<file path="src/design/delay_edge_map.vh">
// Constants for the delay / edge detector macrocell and its register map.
// Assumes inclusion by design files only; holds definitions and nothing else.
`ifndef DELAY_EDGE_MAP_VH
`define DELAY_EDGE_MAP_VH

// ----------------------------------------------------------------
// Register byte addresses
// ----------------------------------------------------------------
`define REG_CFG_ADDR 4'h0
`define REG_STATUS_ADDR 4'h4
`define REG_CFG_IDX 2'h0
`define REG_STATUS_IDX 2'h1
`define ADDR_W 4

// ----------------------------------------------------------------
// Configuration field positions
// ----------------------------------------------------------------
`define CFG_EDGE_LSB 0
`define CFG_EDGE_MSB 1
`define CFG_DSEL_LSB 2
`define CFG_DSEL_MSB 3
`define CFG_OUT_SEL 4
`define CFG_FILT_INV 5
`define CFG_RST_FALL 6
`define CFG_RST_LEVEL 7
`define CFG_RST_EN 8
`define CFG_W 9
`define CFG_RESET 9'h000

// ----------------------------------------------------------------
// Edge mode encodings
// ----------------------------------------------------------------
`define MODE_RISE 2'h0
`define MODE_FALL 2'h1
`define MODE_BOTH 2'h2
`define MODE_DELAY 2'h3

// ----------------------------------------------------------------
// Timing
// ----------------------------------------------------------------
`define CLK_PERIOD_NS 10
`define DLY_STEP_NS 125
`define MAX_DLY_CYC 50
`define DLY_CNT_W 6

// ----------------------------------------------------------------
// Bus responses
// ----------------------------------------------------------------
`define RESP_OKAY 2'h0
`define RESP_SLVERR 2'h2

`endif

</file>
<file path="src/design/delay_edge_detector.v">
// Programmable delay / edge detector with deglitch filter and reset pin trigger.
// Assumes AXI4-Lite master on i_sys_clk; cell inputs and pin arrive asynchronously.
//
// Operation
// - Two-bit mode: rise, fall, both-edge detect, delay
// - Two-bit delay select: 125/250/375/500 ns
// - Output source: delay cell or deglitch filter
// - Filter polarity bit inverts deglitch filter output
// - Reset pin: enable, level/edge, rise/fall
//
// The address map and the AXI4-Lite register port were decided locally.
`timescale 1ns/1ns
`include "delay_edge_map.vh"

module delay_edge_detector #(
  parameter FILT_CYC = 4
) (
  // Clock and reset
  input wire i_sys_clk,
  input wire i_nrst,
  // AXI4-Lite write address
  input wire [`ADDR_W-1:0] i_s_axi_awaddr,
  input wire i_s_axi_awvalid,
  output wire o_s_axi_awready,
  // AXI4-Lite write data
  input wire [31:0] i_s_axi_wdata,
  input wire [3:0] i_s_axi_wstrb,
  input wire i_s_axi_wvalid,
  output wire o_s_axi_wready,
  // AXI4-Lite write response
  output reg [1:0] o_s_axi_bresp,
  output reg o_s_axi_bvalid,
  input wire i_s_axi_bready,
  // AXI4-Lite read address
  input wire [`ADDR_W-1:0] i_s_axi_araddr,
  input wire i_s_axi_arvalid,
  output wire o_s_axi_arready,
  // AXI4-Lite read data
  output reg [31:0] o_s_axi_rdata,
  output reg [1:0] o_s_axi_rresp,
  output reg o_s_axi_rvalid,
  input wire i_s_axi_rready,
  // Matrix side
  input wire i_delay_in,
  input wire i_filter_in,
  input wire i_reset_input_pin,
  output reg o_cell_out,
  output reg o_pin_reset
);

  // ----------------------------------------------------------------
  // Helpers
  // ----------------------------------------------------------------
  // Least time, so round up to whole cycles
  function [`DLY_CNT_W-1:0] dly_cycles;
    input [1:0] sel;
    reg [31:0] ns;
    reg [31:0] cyc;
    begin
      ns = (sel + 32'd1) * `DLY_STEP_NS;
      cyc = (ns + `CLK_PERIOD_NS - 1) / `CLK_PERIOD_NS;
      dly_cycles = cyc[`DLY_CNT_W-1:0];
    end
  endfunction

  // ----------------------------------------------------------------
  // Register bus
  // ----------------------------------------------------------------
  reg [`CFG_W-1:0] cfg_r;
  wire wr_go;
  wire rd_go;
  wire wr_hit;

  // Both halves taken together; a lone channel waits for its partner
  assign wr_go = i_s_axi_awvalid & i_s_axi_wvalid & ~o_s_axi_bvalid;
  assign o_s_axi_awready = wr_go;
  assign o_s_axi_wready = wr_go;
  assign rd_go = i_s_axi_arvalid & ~o_s_axi_rvalid;
  assign o_s_axi_arready = rd_go;
  assign wr_hit = (i_s_axi_awaddr[`ADDR_W-1:2] == `REG_CFG_IDX);

  always @(posedge i_sys_clk or negedge i_nrst) begin
    if (!i_nrst) begin
      cfg_r <= `CFG_RESET;
      o_s_axi_bvalid <= 1'b0;
      o_s_axi_bresp <= `RESP_OKAY;
    end else begin
      if (wr_go) begin
        o_s_axi_bvalid <= 1'b1;
        o_s_axi_bresp <= wr_hit ? `RESP_OKAY : `RESP_SLVERR;
        if (wr_hit && i_s_axi_wstrb[0])
          cfg_r[7:0] <= i_s_axi_wdata[7:0];
        if (wr_hit && i_s_axi_wstrb[1])
          cfg_r[`CFG_RST_EN] <= i_s_axi_wdata[`CFG_RST_EN];
      end else if (i_s_axi_bready) begin
        o_s_axi_bvalid <= 1'b0;
      end
    end
  end

  wire [4:0] status_w;

  always @(posedge i_sys_clk or negedge i_nrst) begin
    if (!i_nrst) begin
      o_s_axi_rvalid <= 1'b0;
      o_s_axi_rdata <= 32'h00000000;
      o_s_axi_rresp <= `RESP_OKAY;
    end else begin
      if (rd_go) begin
        o_s_axi_rvalid <= 1'b1;
        case (i_s_axi_araddr[`ADDR_W-1:2])
          `REG_CFG_IDX: begin
            o_s_axi_rdata <= {23'h000000, cfg_r};
            o_s_axi_rresp <= `RESP_OKAY;
          end
          `REG_STATUS_IDX: begin
            o_s_axi_rdata <= {27'h0000000, status_w};
            o_s_axi_rresp <= `RESP_OKAY;
          end
          default: begin
            o_s_axi_rdata <= 32'h00000000;
            o_s_axi_rresp <= `RESP_SLVERR;
          end
        endcase
      end else if (i_s_axi_rready) begin
        o_s_axi_rvalid <= 1'b0;
      end
    end
  end

  wire [1:0] mode = cfg_r[`CFG_EDGE_MSB:`CFG_EDGE_LSB];
  wire [1:0] dsel = cfg_r[`CFG_DSEL_MSB:`CFG_DSEL_LSB];

  // ----------------------------------------------------------------
  // Input synchronisers
  // ----------------------------------------------------------------
  reg [1:0] din_s_r;
  reg [1:0] fin_s_r;
  reg [1:0] pin_s_r;
  reg din_d_r;
  reg pin_d_r;

  always @(posedge i_sys_clk or negedge i_nrst) begin
    if (!i_nrst) begin
      din_s_r <= 2'h0;
      fin_s_r <= 2'h0;
      pin_s_r <= 2'h0;
      din_d_r <= 1'b0;
      pin_d_r <= 1'b0;
    end else begin
      din_s_r <= {din_s_r[0], i_delay_in};
      fin_s_r <= {fin_s_r[0], i_filter_in};
      pin_s_r <= {pin_s_r[0], i_reset_input_pin};
      din_d_r <= din_s_r[1];
      pin_d_r <= pin_s_r[1];
    end
  end

  wire din = din_s_r[1];
  wire din_rise = din & ~din_d_r;
  wire din_fall = ~din & din_d_r;

  // ----------------------------------------------------------------
  // Delay / edge detector cell
  // ----------------------------------------------------------------
  reg [`MAX_DLY_CYC-1:0] line_r;
  reg [`DLY_CNT_W-1:0] pulse_cnt_r;
  reg dly_out_r;
  reg edge_hit;
  wire [`DLY_CNT_W-1:0] dly_cyc = dly_cycles(dsel);

  always @* begin
    case (mode)
      `MODE_RISE: edge_hit = din_rise;
      `MODE_FALL: edge_hit = din_fall;
      `MODE_BOTH: edge_hit = din_rise | din_fall;
      default: edge_hit = 1'b0;
    endcase
  end

  // Line always shifts so a mode change finds history already in place
  always @(posedge i_sys_clk or negedge i_nrst) begin
    if (!i_nrst) begin
      line_r <= {`MAX_DLY_CYC{1'b0}};
      pulse_cnt_r <= {`DLY_CNT_W{1'b0}};
      dly_out_r <= 1'b0;
    end else begin
      line_r <= {line_r[`MAX_DLY_CYC-2:0], din};
      if (edge_hit)
        pulse_cnt_r <= dly_cyc;
      else if (pulse_cnt_r != {`DLY_CNT_W{1'b0}})
        pulse_cnt_r <= pulse_cnt_r - 1'b1;
      if (mode == `MODE_DELAY)
        dly_out_r <= line_r[dly_cyc - 2'd2];
      else
        dly_out_r <= edge_hit | (pulse_cnt_r > 1);
    end
  end

  // ----------------------------------------------------------------
  // Deglitch filter
  // ----------------------------------------------------------------
  // Output moves only after input holds steady FILT_CYC cycles
  reg [7:0] filt_cnt_r;
  reg filt_r;

  always @(posedge i_sys_clk or negedge i_nrst) begin
    if (!i_nrst) begin
      filt_cnt_r <= 8'h00;
      filt_r <= 1'b0;
    end else if (fin_s_r[1] == filt_r) begin
      filt_cnt_r <= 8'h00;
    end else if (filt_cnt_r >= FILT_CYC - 1) begin
      filt_r <= fin_s_r[1];
      filt_cnt_r <= 8'h00;
    end else begin
      filt_cnt_r <= filt_cnt_r + 8'h01;
    end
  end

  wire filt_pol = filt_r ^ cfg_r[`CFG_FILT_INV];

  // ----------------------------------------------------------------
  // Shared output and reset pin trigger
  // ----------------------------------------------------------------
  reg pin_trig;

  always @* begin
    if (!cfg_r[`CFG_RST_EN])
      pin_trig = 1'b0;
    else if (cfg_r[`CFG_RST_LEVEL])
      pin_trig = pin_s_r[1];
    else if (cfg_r[`CFG_RST_FALL])
      pin_trig = ~pin_s_r[1] & pin_d_r;
    else
      pin_trig = pin_s_r[1] & ~pin_d_r;
  end

  always @(posedge i_sys_clk or negedge i_nrst) begin
    if (!i_nrst) begin
      o_cell_out <= 1'b0;
      o_pin_reset <= 1'b0;
    end else begin
      o_cell_out <= cfg_r[`CFG_OUT_SEL] ? filt_pol : dly_out_r;
      o_pin_reset <= pin_trig;
    end
  end

  assign status_w = {o_pin_reset, o_cell_out, filt_pol, dly_out_r, din};

endmodule // delay_edge_detector

</file>
<file path="config.mk">
export PLATFORM = sky130hd
export DESIGN_NAME = delay_edge_detector
export DESIGN_NICKNAME = d
export VERILOG_FILES = /design/src/design/delay_edge_detector.v
export VERILOG_INCLUDE_DIRS = /design/src /design/src/design
export SDC_FILE = /design/constraint.sdc
export NUM_CORES = 1
export LEC_CHECK = 0
export ABC_CLOCK_PERIOD_IN_PS = 9900
export BUFFER_PORTS_ARGS = -buffer_cell sky130_fd_sc_hd__buf_4
export CORE_UTILIZATION = 40
export DETAILED_ROUTE_END_ITERATION = 7
export PLACE_DENSITY_LB_ADDON = 0.08
export SLEW_MARGIN = 20
export SYNTH_ARGS = -nofsm -noshare
export SYNTH_HDL_FRONTEND = slang
export SYNTH_SLANG_ARGS = --single-unit
</file>
<file path="constraint.sdc">
create_clock -name i_sys_clk -period 9.9 [get_ports i_sys_clk]
set_input_delay 1.98 -clock i_sys_clk [delete_from_list [all_inputs] [get_ports i_sys_clk]]
set_output_delay 1.98 -clock i_sys_clk [all_outputs]
set_load 0.1 [all_outputs]
</file>
==> results.tsv, run 1 <==
stage	metric	value	unit
finish	commonest non-fill, non-tap cell in the layout	buf_4	
worst_setup_path	CP max-delay cell	ha_1	
finish	layout cells sized above 1	0.232	
routing	vias	7634	
worst_setup_path	Data arrival, critical path	9.44	ns
sta	FMAX	108	MHz
finish	Layout fillers	1843	
logic_synthesis	ys flop type	dfrtp_1	
clock_tree	Setup Fix Bufs, Post-CTS	0	
logic_synthesis	synth warn	0	
worst_setup_path	Crit path max-delay family	compound AO/OA/AOI/OAI gates	
floorplan	total die area	19800	um2
worst_setup_path	Crit Path Category	reg -> reg	
floorplan	Rows	50	
worst_setup_path	Setup crit end	dly_out_r$_DFF_PN0_	
pwr	Leak	4.02	nW
routing	Routed wire per std cell	20.8	um
clock_tree	H-tree Lvls	3	
logic_synthesis	cell count after synthesis	880	
routing	final WL	26.0	mm
sta	Slew @ Worst Pin	1.09	ns
sta	final worst slack	0.666	ns
clock_tree	hold_buf cts	0	
worst_setup_path	cell count of the worst reg-to-reg path	27	
worst_setup_path	Critical R2R Capture	dly_out_r$_DFF_PN0_	
logic_synthesis	Distinct cells, synth	103	
clock_tree	clock sink total	97	
flow_run	max_cap viols	0	
clock_tree	Inserted Clock Buffers	9	
worst_setup_path	Crit. path cell count	27	
finish	final cell count without fillers	1249	
floorplan	Core Area	18800	um2
logic_synthesis	EDFF count, synth	0	
finish	Area Growth Syn to Fin	19.3	%
placed_design	gpl congestion	0.965	
finish	register area	2430	um2
worst_setup_path	WP data required	10.11	ns
placed_design	placed cells	1233	
grt	vias in the first global route	7381	
placed_design	dpl hpwl	20.7	mm
worst_setup_path	Worst Path Max Fanout	15	
hold_path	Hold Path Class	reg -> reg	
worst_setup_path	Buf/Inv on CP	2	
worst_setup_path	Reg-to-Reg Start	cfg_r[3]$_DFFE_PN0P_	
clock_tree	CTS Root Cell	clkbuf_16	
sta	final period utilization	0.933	
logic_synthesis	Seq cells post-synth	97	
sta	RSZ-0062 raised after global routing	no	
grt	maximum number of pins on one net before global-route repair	76	
routing	First-pass DRT Iterations	5	
logic_synthesis	sequential-to-total area share from yosys stat	0.316	
placed_design	# port buffers	42	
worst_setup_path	CP Launch Type	flip-flop	
sta	post-route setup TNS	0	ns
placed_design	DP Worst Slack	0.762	ns
placed_design	placed inst area	8870	um2
sta	hold violation count in the final report	0	
logic_synthesis	async set-or-reset flop fraction in the synthesized netlist	1.00	
logic_synthesis	Post-Syn Area	7690	um2
pwr	Worst VDD drop	0.130	mV
status	status	finished clean	
routing	vias per cell	6.11	
floorplan	I/O pin count	97	
sta	Setup violations, final	0	
grt	Remaining Overflow, GRT	0	
sta	Tmin final	9.23	ns
finish	Layout Nets	1085	
sta	final max-slew violation count	0	
clock_tree	CTS Buffer Depth	2	
finish	most frequent cells in the layout	buf_4, dfrtp_1, nand2_1	
clock_tree	CTS tree	done	
sta	Relative slew margins	0.263	
finish	final instance area	9180	um2
grt	first-pass GRT wire length	41.5	mm
worst_setup_path	reg2reg setup slack	0.67	ns
grt	initial antenna violation count	0	
grt	GRT Total Usage	0.272	
routing	ANT nets after route	0	
pwr	total power	3.55	mW
floorplan	die height	141	um
finish	area of the multi-input gates	4930	um2
floorplan	Initial Utilization	0.410	
floorplan	Die W	141	um
logic_synthesis	mean area per synthesized cell	8.74	um2
routing	1st-iter DRT viols	732	
worst_setup_path	Setup crit start	cfg_r[3]$_DFFE_PN0P_	
worst_setup_path	Critical Path Max Stage Delay	0.62	ns
worst_setup_path	CP Capture Type	flip-flop	
clock_tree	clk_lat worst skew	0.34	ns
sta	Clock Skew	0.00670	ns
routing	DRC	0	
finish	# diodes	0	
clock_tree	clk slew on worst S/H paths	0.07	ns
pwr	PwrDens	386	nW/um2
==> how the worst min path moves through the flow <==
stage,startpoint,to,cells after the start
final,line_r[18]$_DFF_PN0_,line_r[19]$_DFF_PN0_,0
after global routing,line_r[18]$_DFF_PN0_,line_r[19]$_DFF_PN0_,0
after CTS,line_r[18]$_DFF_PN0_,line_r[19]$_DFF_PN0_,0
after detailed placement,line_r[18]$_DFF_PN0_,line_r[19]$_DFF_PN0_,0
after global placement,pin_s_r[0]$_DFF_PN0_,pin_s_r[1]$_DFF_PN0_,0
after floorplan,din_s_r[0]$_DFF_PN0_,din_s_r[1]$_DFF_PN0_,0
==> sequential cells by signal, summed over array words and instances, names as in the netlist <==
register        count
o_s_axi_rdata       9
fin_s_r             2
line_r             50
din_s_r             2
dly_out_r           1
filt_r              1
o_s_axi_rresp       1
pin_d_r             1
pin_s_r             2
pulse_cnt_r         6
o_s_axi_bresp       1
o_s_axi_bvalid      1
o_s_axi_rvalid      1
filt_cnt_r          8
o_pin_reset         1
o_cell_out          1
cfg_r               9
==> cell type report <==
cell class | instances | share of cell area
Inverter | 25 | 0.0102
Clock buffer | 10 | 0.0260
Tap cell | 234 | 0.0319
Clock inverter | 6 | 0.00627
Multi-Input combinational cell | 725 | 0.537
Sequential cell | 97 | 0.264
Timing Repair Buffer | 152 | 0.124
==> through the flow <==
step / utilization / hold WS (ns)
6_report: 0.489 / 0.359
3_3_place_gp: 0.473 / 0.340
5_1_grt: 0.489 / 0.366
3_5_place_dp: 0.473 / 0.341
2_1_floorplan: - / 0.331
4_1_cts: 0.489 / 0.361
==> synthesized netlist by cell type (5+ instances only) <==
cell       count  area, um2
inv_1         22       82.6
mux4_2         5        113
a31oi_1       17        106
a211o_1        5       43.8
o211ai_1      18        135
nand2b_1       6       37.5
and4_1         5       43.8
mux2_2        13        146
or4_1          6       45.0
xor2_1        11       96.3
a21o_1        12       90.1
and3_1         5       31.3
nor4_1         9       56.3
o31ai_1        6       45.0
ha_1          21        263
nor2_1        64        240
and2_1        12       75.1
a211oi_1      18        135
nand3_1       30        150
nand2_1       84        315
mux2i_1       13        130
o21ai_0       51        255
o22ai_1        6       37.5
a21oi_1       45        225
o21a_1        21        158
or3_1         11       68.8
xnor2_1       17        149
o2111ai_1      5       43.8
clkbuf_1      20       75.1
o211a_1        6       60.1
a22o_1         5       43.8
dfrtp_1       97       2430
or2_2          5       31.3
nand4_1       15       93.8
buf_4         28        210
nor3_1        34        170
a31o_2         5       43.8
buf_2         12       60.1
a21boi_0       7       52.6
o21ai_1        5       25.0
==> power breakdown <==
group	total [mW]	switching [mW]	leakage [nW]	internal [mW]
combinational	2.73	1.65	2.71	1.08
sequential	0.478	0.0365	1.16	0.442
clock	0.336	0.153	0.147	0.183
total	3.55	1.84	4.02	1.70
==> layer usage <==
metal / global-route usage / wire, um / vias to the layer above
met4: 0.0835 / 614 / 0
met3: 0.0499 / 1700 / 46
li1: - / - / 3539
met5: 0 / 0 / -
met2: 0.416 / 11400 / 298
met1: 0.389 / 12300 / 3751
==> kinds of logic (layout without fill, tap and decap cells) <==
kind of cell / count (synthesis) / count (layout) / synth area share
adders and majority gates: 21 / 21 / 0.0342
buffers and inverters: 88 / 193 / 0.0605
AOI/OAI and AO/OA: 290 / 290 / 0.275
xor gates and xnor gates: 32 / 32 / 0.0412
muxes: 32 / 32 / 0.0525
and+or+nand+nor: 319 / 319 / 0.221
other: 1 / 31 / 0.000488
DFF: 97 / 97 / 0.316
==> repair_timing <==
item                                    4_1_cts  5_1_grt
endpoints found under the setup margin        0        1
endpoints found under the hold margin         0        0
resized for setup                             0        2
Note: power is estimated with default switching activity, not from simulation.
==> run 2, diff against run 1 <==
--- a/config.mk
+++ b/config.mk
@@ -8,7 +8,8 @@
 export LEC_CHECK = 0
 export ABC_CLOCK_PERIOD_IN_PS = 9900
 export BUFFER_PORTS_ARGS = -buffer_cell sky130_fd_sc_hd__buf_4
-export CORE_UTILIZATION = 40
+export CORE_MARGIN = 2
+export CORE_UTILIZATION = 55
 export DETAILED_ROUTE_END_ITERATION = 7
 export PLACE_DENSITY_LB_ADDON = 0.08
 export SLEW_MARGIN = 20
==> run 2 against run 1 <==
Power fell by 3.9%. Cell count fell by 8.3%. Register-to-register slack got worse by 0.17 ns. Critical endpoint unchanged.
==> results.tsv, run 2 (same netlist as run 1, synthesis figures left out) <==
stage	metric	value	unit	change
worst_setup_path	cell count of the worst reg-to-reg path	34		was 27
sta	Slew @ Worst Pin	1.15	ns	was 1.09 ns
clock_tree	H-tree Lvls	3		unchanged
clock_tree	Inserted Clock Buffers	9		unchanged
worst_setup_path	CP Capture Type	flip-flop		unchanged
clock_tree	CTS tree	done		unchanged
grt	vias in the first global route	7536		was 7381
clock_tree	clock sink total	97		unchanged
sta	RSZ-0062 raised after global routing	no		unchanged
grt	first-pass GRT wire length	40.2	mm	was 41.5 mm
floorplan	I/O pin count	97		unchanged
finish	layout cells sized above 1	0.200		was 0.232
finish	area of the multi-input gates	4990	um2	was 4930 um2
worst_setup_path	Critical Path Max Stage Delay	0.56	ns	was 0.62 ns
worst_setup_path	Worst Path Max Fanout	11		was 15
pwr	Int Power	1.59	mW	was 1.70 mW
routing	1st-iter DRT viols	1053		was 732
floorplan	die height	122	um	was 141 um
sta	Setup violations, final	0		unchanged
finish	commonest non-fill, non-tap cell in the layout	buf_4		unchanged
placed_design	gpl congestion	1.08		was 0.965
status	status	finished clean		unchanged
finish	register area	2430	um2	unchanged
pwr	Clock Power Share	0.103		was 0.095
finish	Layout fillers	1149		was 1843
sta	Clock Skew	0.00889	ns	was 0.00670 ns
finish	Regs by FF count	line_r (50), cfg_r (9), o_s_axi_rdata (9)		unchanged
pwr	Sw Pwr	1.82	mW	was 1.84 mW
grt	initial antenna violation count	0		unchanged
sta	final period utilization	0.949		was 0.933
worst_setup_path	Reg-to-Reg Start	cfg_r[3]$_DFFE_PN0P_		unchanged
pwr	switch share	0.535		was 0.520
sta	post-route setup TNS	0	ns	unchanged
worst_setup_path	Crit Path Category	reg -> reg		unchanged
grt	GRT Total Usage	0.349		was 0.272
worst_setup_path	CP max-delay cell	or4_1		was ha_1
clock_tree	CTS Buffer Depth	2		unchanged
hold_path	hold depth	0		unchanged
finish	max FFs per register	50		unchanged
routing	Routed wire per std cell	22.1	um	was 20.8 um
routing	First-pass DRT Iterations	6		was 5
finish	fin util	0.639		was 0.489
floorplan	Rows	43		was 50
pwr	Worst VDD drop	0.173	mV	was 0.130 mV
pwr	PwrDens	387	nW/um2	was 386 nW/um2
pwr	Comb power frac	0.756		was 0.770
worst_setup_path	CP Launch Type	flip-flop		unchanged
routing	vias per cell	6.71		was 6.11
finish	Layout Nets	1035		was 1085
worst_setup_path	Data arrival, critical path	9.67	ns	was 9.44 ns
pwr	Leak	3.79	nW	was 4.02 nW
floorplan	total die area	14900	um2	was 19800 um2
sta	hold violation count in the final report	0		unchanged
worst_setup_path	WP data required	10.17	ns	was 10.11 ns
worst_setup_path	CP dominant cell by count	buf_4		
floorplan	Initial Utilization	0.558		was 0.410
sta	Tmin final	9.40	ns	was 9.23 ns
routing	ANT nets after route	0		unchanged
finish	Area Growth Syn to Fin	14.5	%	was 19.3%
clock_tree	CTS Root Cell	clkbuf_16		unchanged
sta	final max-slew violation count	0		unchanged
finish	# diodes	0		unchanged
grt	Remaining Overflow, GRT	0		unchanged
clock_tree	clk_lat worst skew	0.35	ns	was 0.34 ns
routing	DRC	0		unchanged
placed_design	# port buffers	42		unchanged
clock_tree	clk slew on worst S/H paths	0.07	ns	about the same
routing	vias	7681		was 7634
finish	Top reg by flops	line_r		unchanged
hold_path	min-delay src	din_s_r[0]$_DFF_PN0_		was line_r[18]$_DFF_PN0_
hold_path	Hold Path Class	reg -> reg		unchanged
pwr	sequential share of power	0.141		was 0.135
floorplan	Core Area	13800	um2	was 18800 um2
placed_design	dpl hpwl	19.4	mm	was 20.7 mm
grt	maximum number of pins on one net before global-route repair	66		was 76
sta	Relative slew margins	0.228		was 0.263
clock_tree	Setup Fix Bufs, Post-CTS	0		unchanged
sta	FMAX	106	MHz	was 108 MHz
floorplan	Die W	122	um	was 141 um
flow_run	max_cap viols	0		unchanged
finish	most frequent cells in the layout	buf_4, dfrtp_1, nand2_1		unchanged
worst_setup_path	Setup crit start	cfg_r[3]$_DFFE_PN0P_		unchanged
routing	final WL	25.3	mm	was 26.0 mm
run 2: worst max-delay path: cells and delay by family, from the launching register on:
family	cells	cell delay, ns
flip-flops	1	0.51
buffers and inverters	8	1.35
XOR/XNOR	1	0.36
AND/OR/NAND/NOR	11	3.48
adder cells (fa/ha/maj)	3	0.89
AO/OA/AOI/OAI	11	2.68
run 2: area by class of cell:
cell class                 instances  share of cell area
multi-input combinational        725               0.567
clock buffer                       9              0.0256
sequential                        97               0.276
timing repair buffer             102              0.0870
tap                              180              0.0256
inverter                          25              0.0107
clock inverter                     7             0.00881
run 2: path summary, 6_finish.rpt:
check	endpoint	slack, ns
worst max-delay path	dly_out_r$_DFF_PN0_	0.50
worst min-delay path	din_s_r[1]$_DFF_PN0_	0.35
worst max register to register	dly_out_r$_DFF_PN0_	0.50
worst min register to register	din_s_r[1]$_DFF_PN0_	0.35
max in group asynchronous	line_r[17]$_DFF_PN0_	7.21
min in group asynchronous	pin_s_r[1]$_DFF_PN0_	1.56
run 2: per-layer routing:
metal / track usage / wire length [um]
met4: 0.141 / 1000
met3: 0.0674 / 2320
met2: 0.542 / 11400
met1: 0.480 / 10600
met5: 0 / 0
run 2: stage by stage:
stage | instance area [um2] | cells | power [mW] | hold slack, ns | worst slack (ns)
floorplan | 7800 | 910 | 2.25 | 0.331 | 1.58
global placement | 8430 | 1129 | 2.91 | 0.338 | 0.582
detailed placement | 8430 | 1129 | 2.95 | 0.336 | 0.524
CTS | 8730 | 1145 | 3.31 | 0.351 | 0.364
global route | 8800 | 1145 | 3.59 | 0.356 | 0.00749
finish | 8800 | 1145 | 3.41 | 0.350 | 0.500
run 2: timing repair:
item | in CTS | in global routing
hold buffers | 0 | 0
setup endpoints to repair | 0 | 1
resized for setup | 0 | 15
run 2: power by group through the flow:
stage,clock network [mW],logic (mW),registers [mW]
floorplan,0,1.69,0.556
global placement,0,2.42,0.484
detailed placement,0,2.46,0.488
CTS,0.354,2.48,0.481
global route,0.371,2.73,0.487
finish,0.350,2.58,0.482
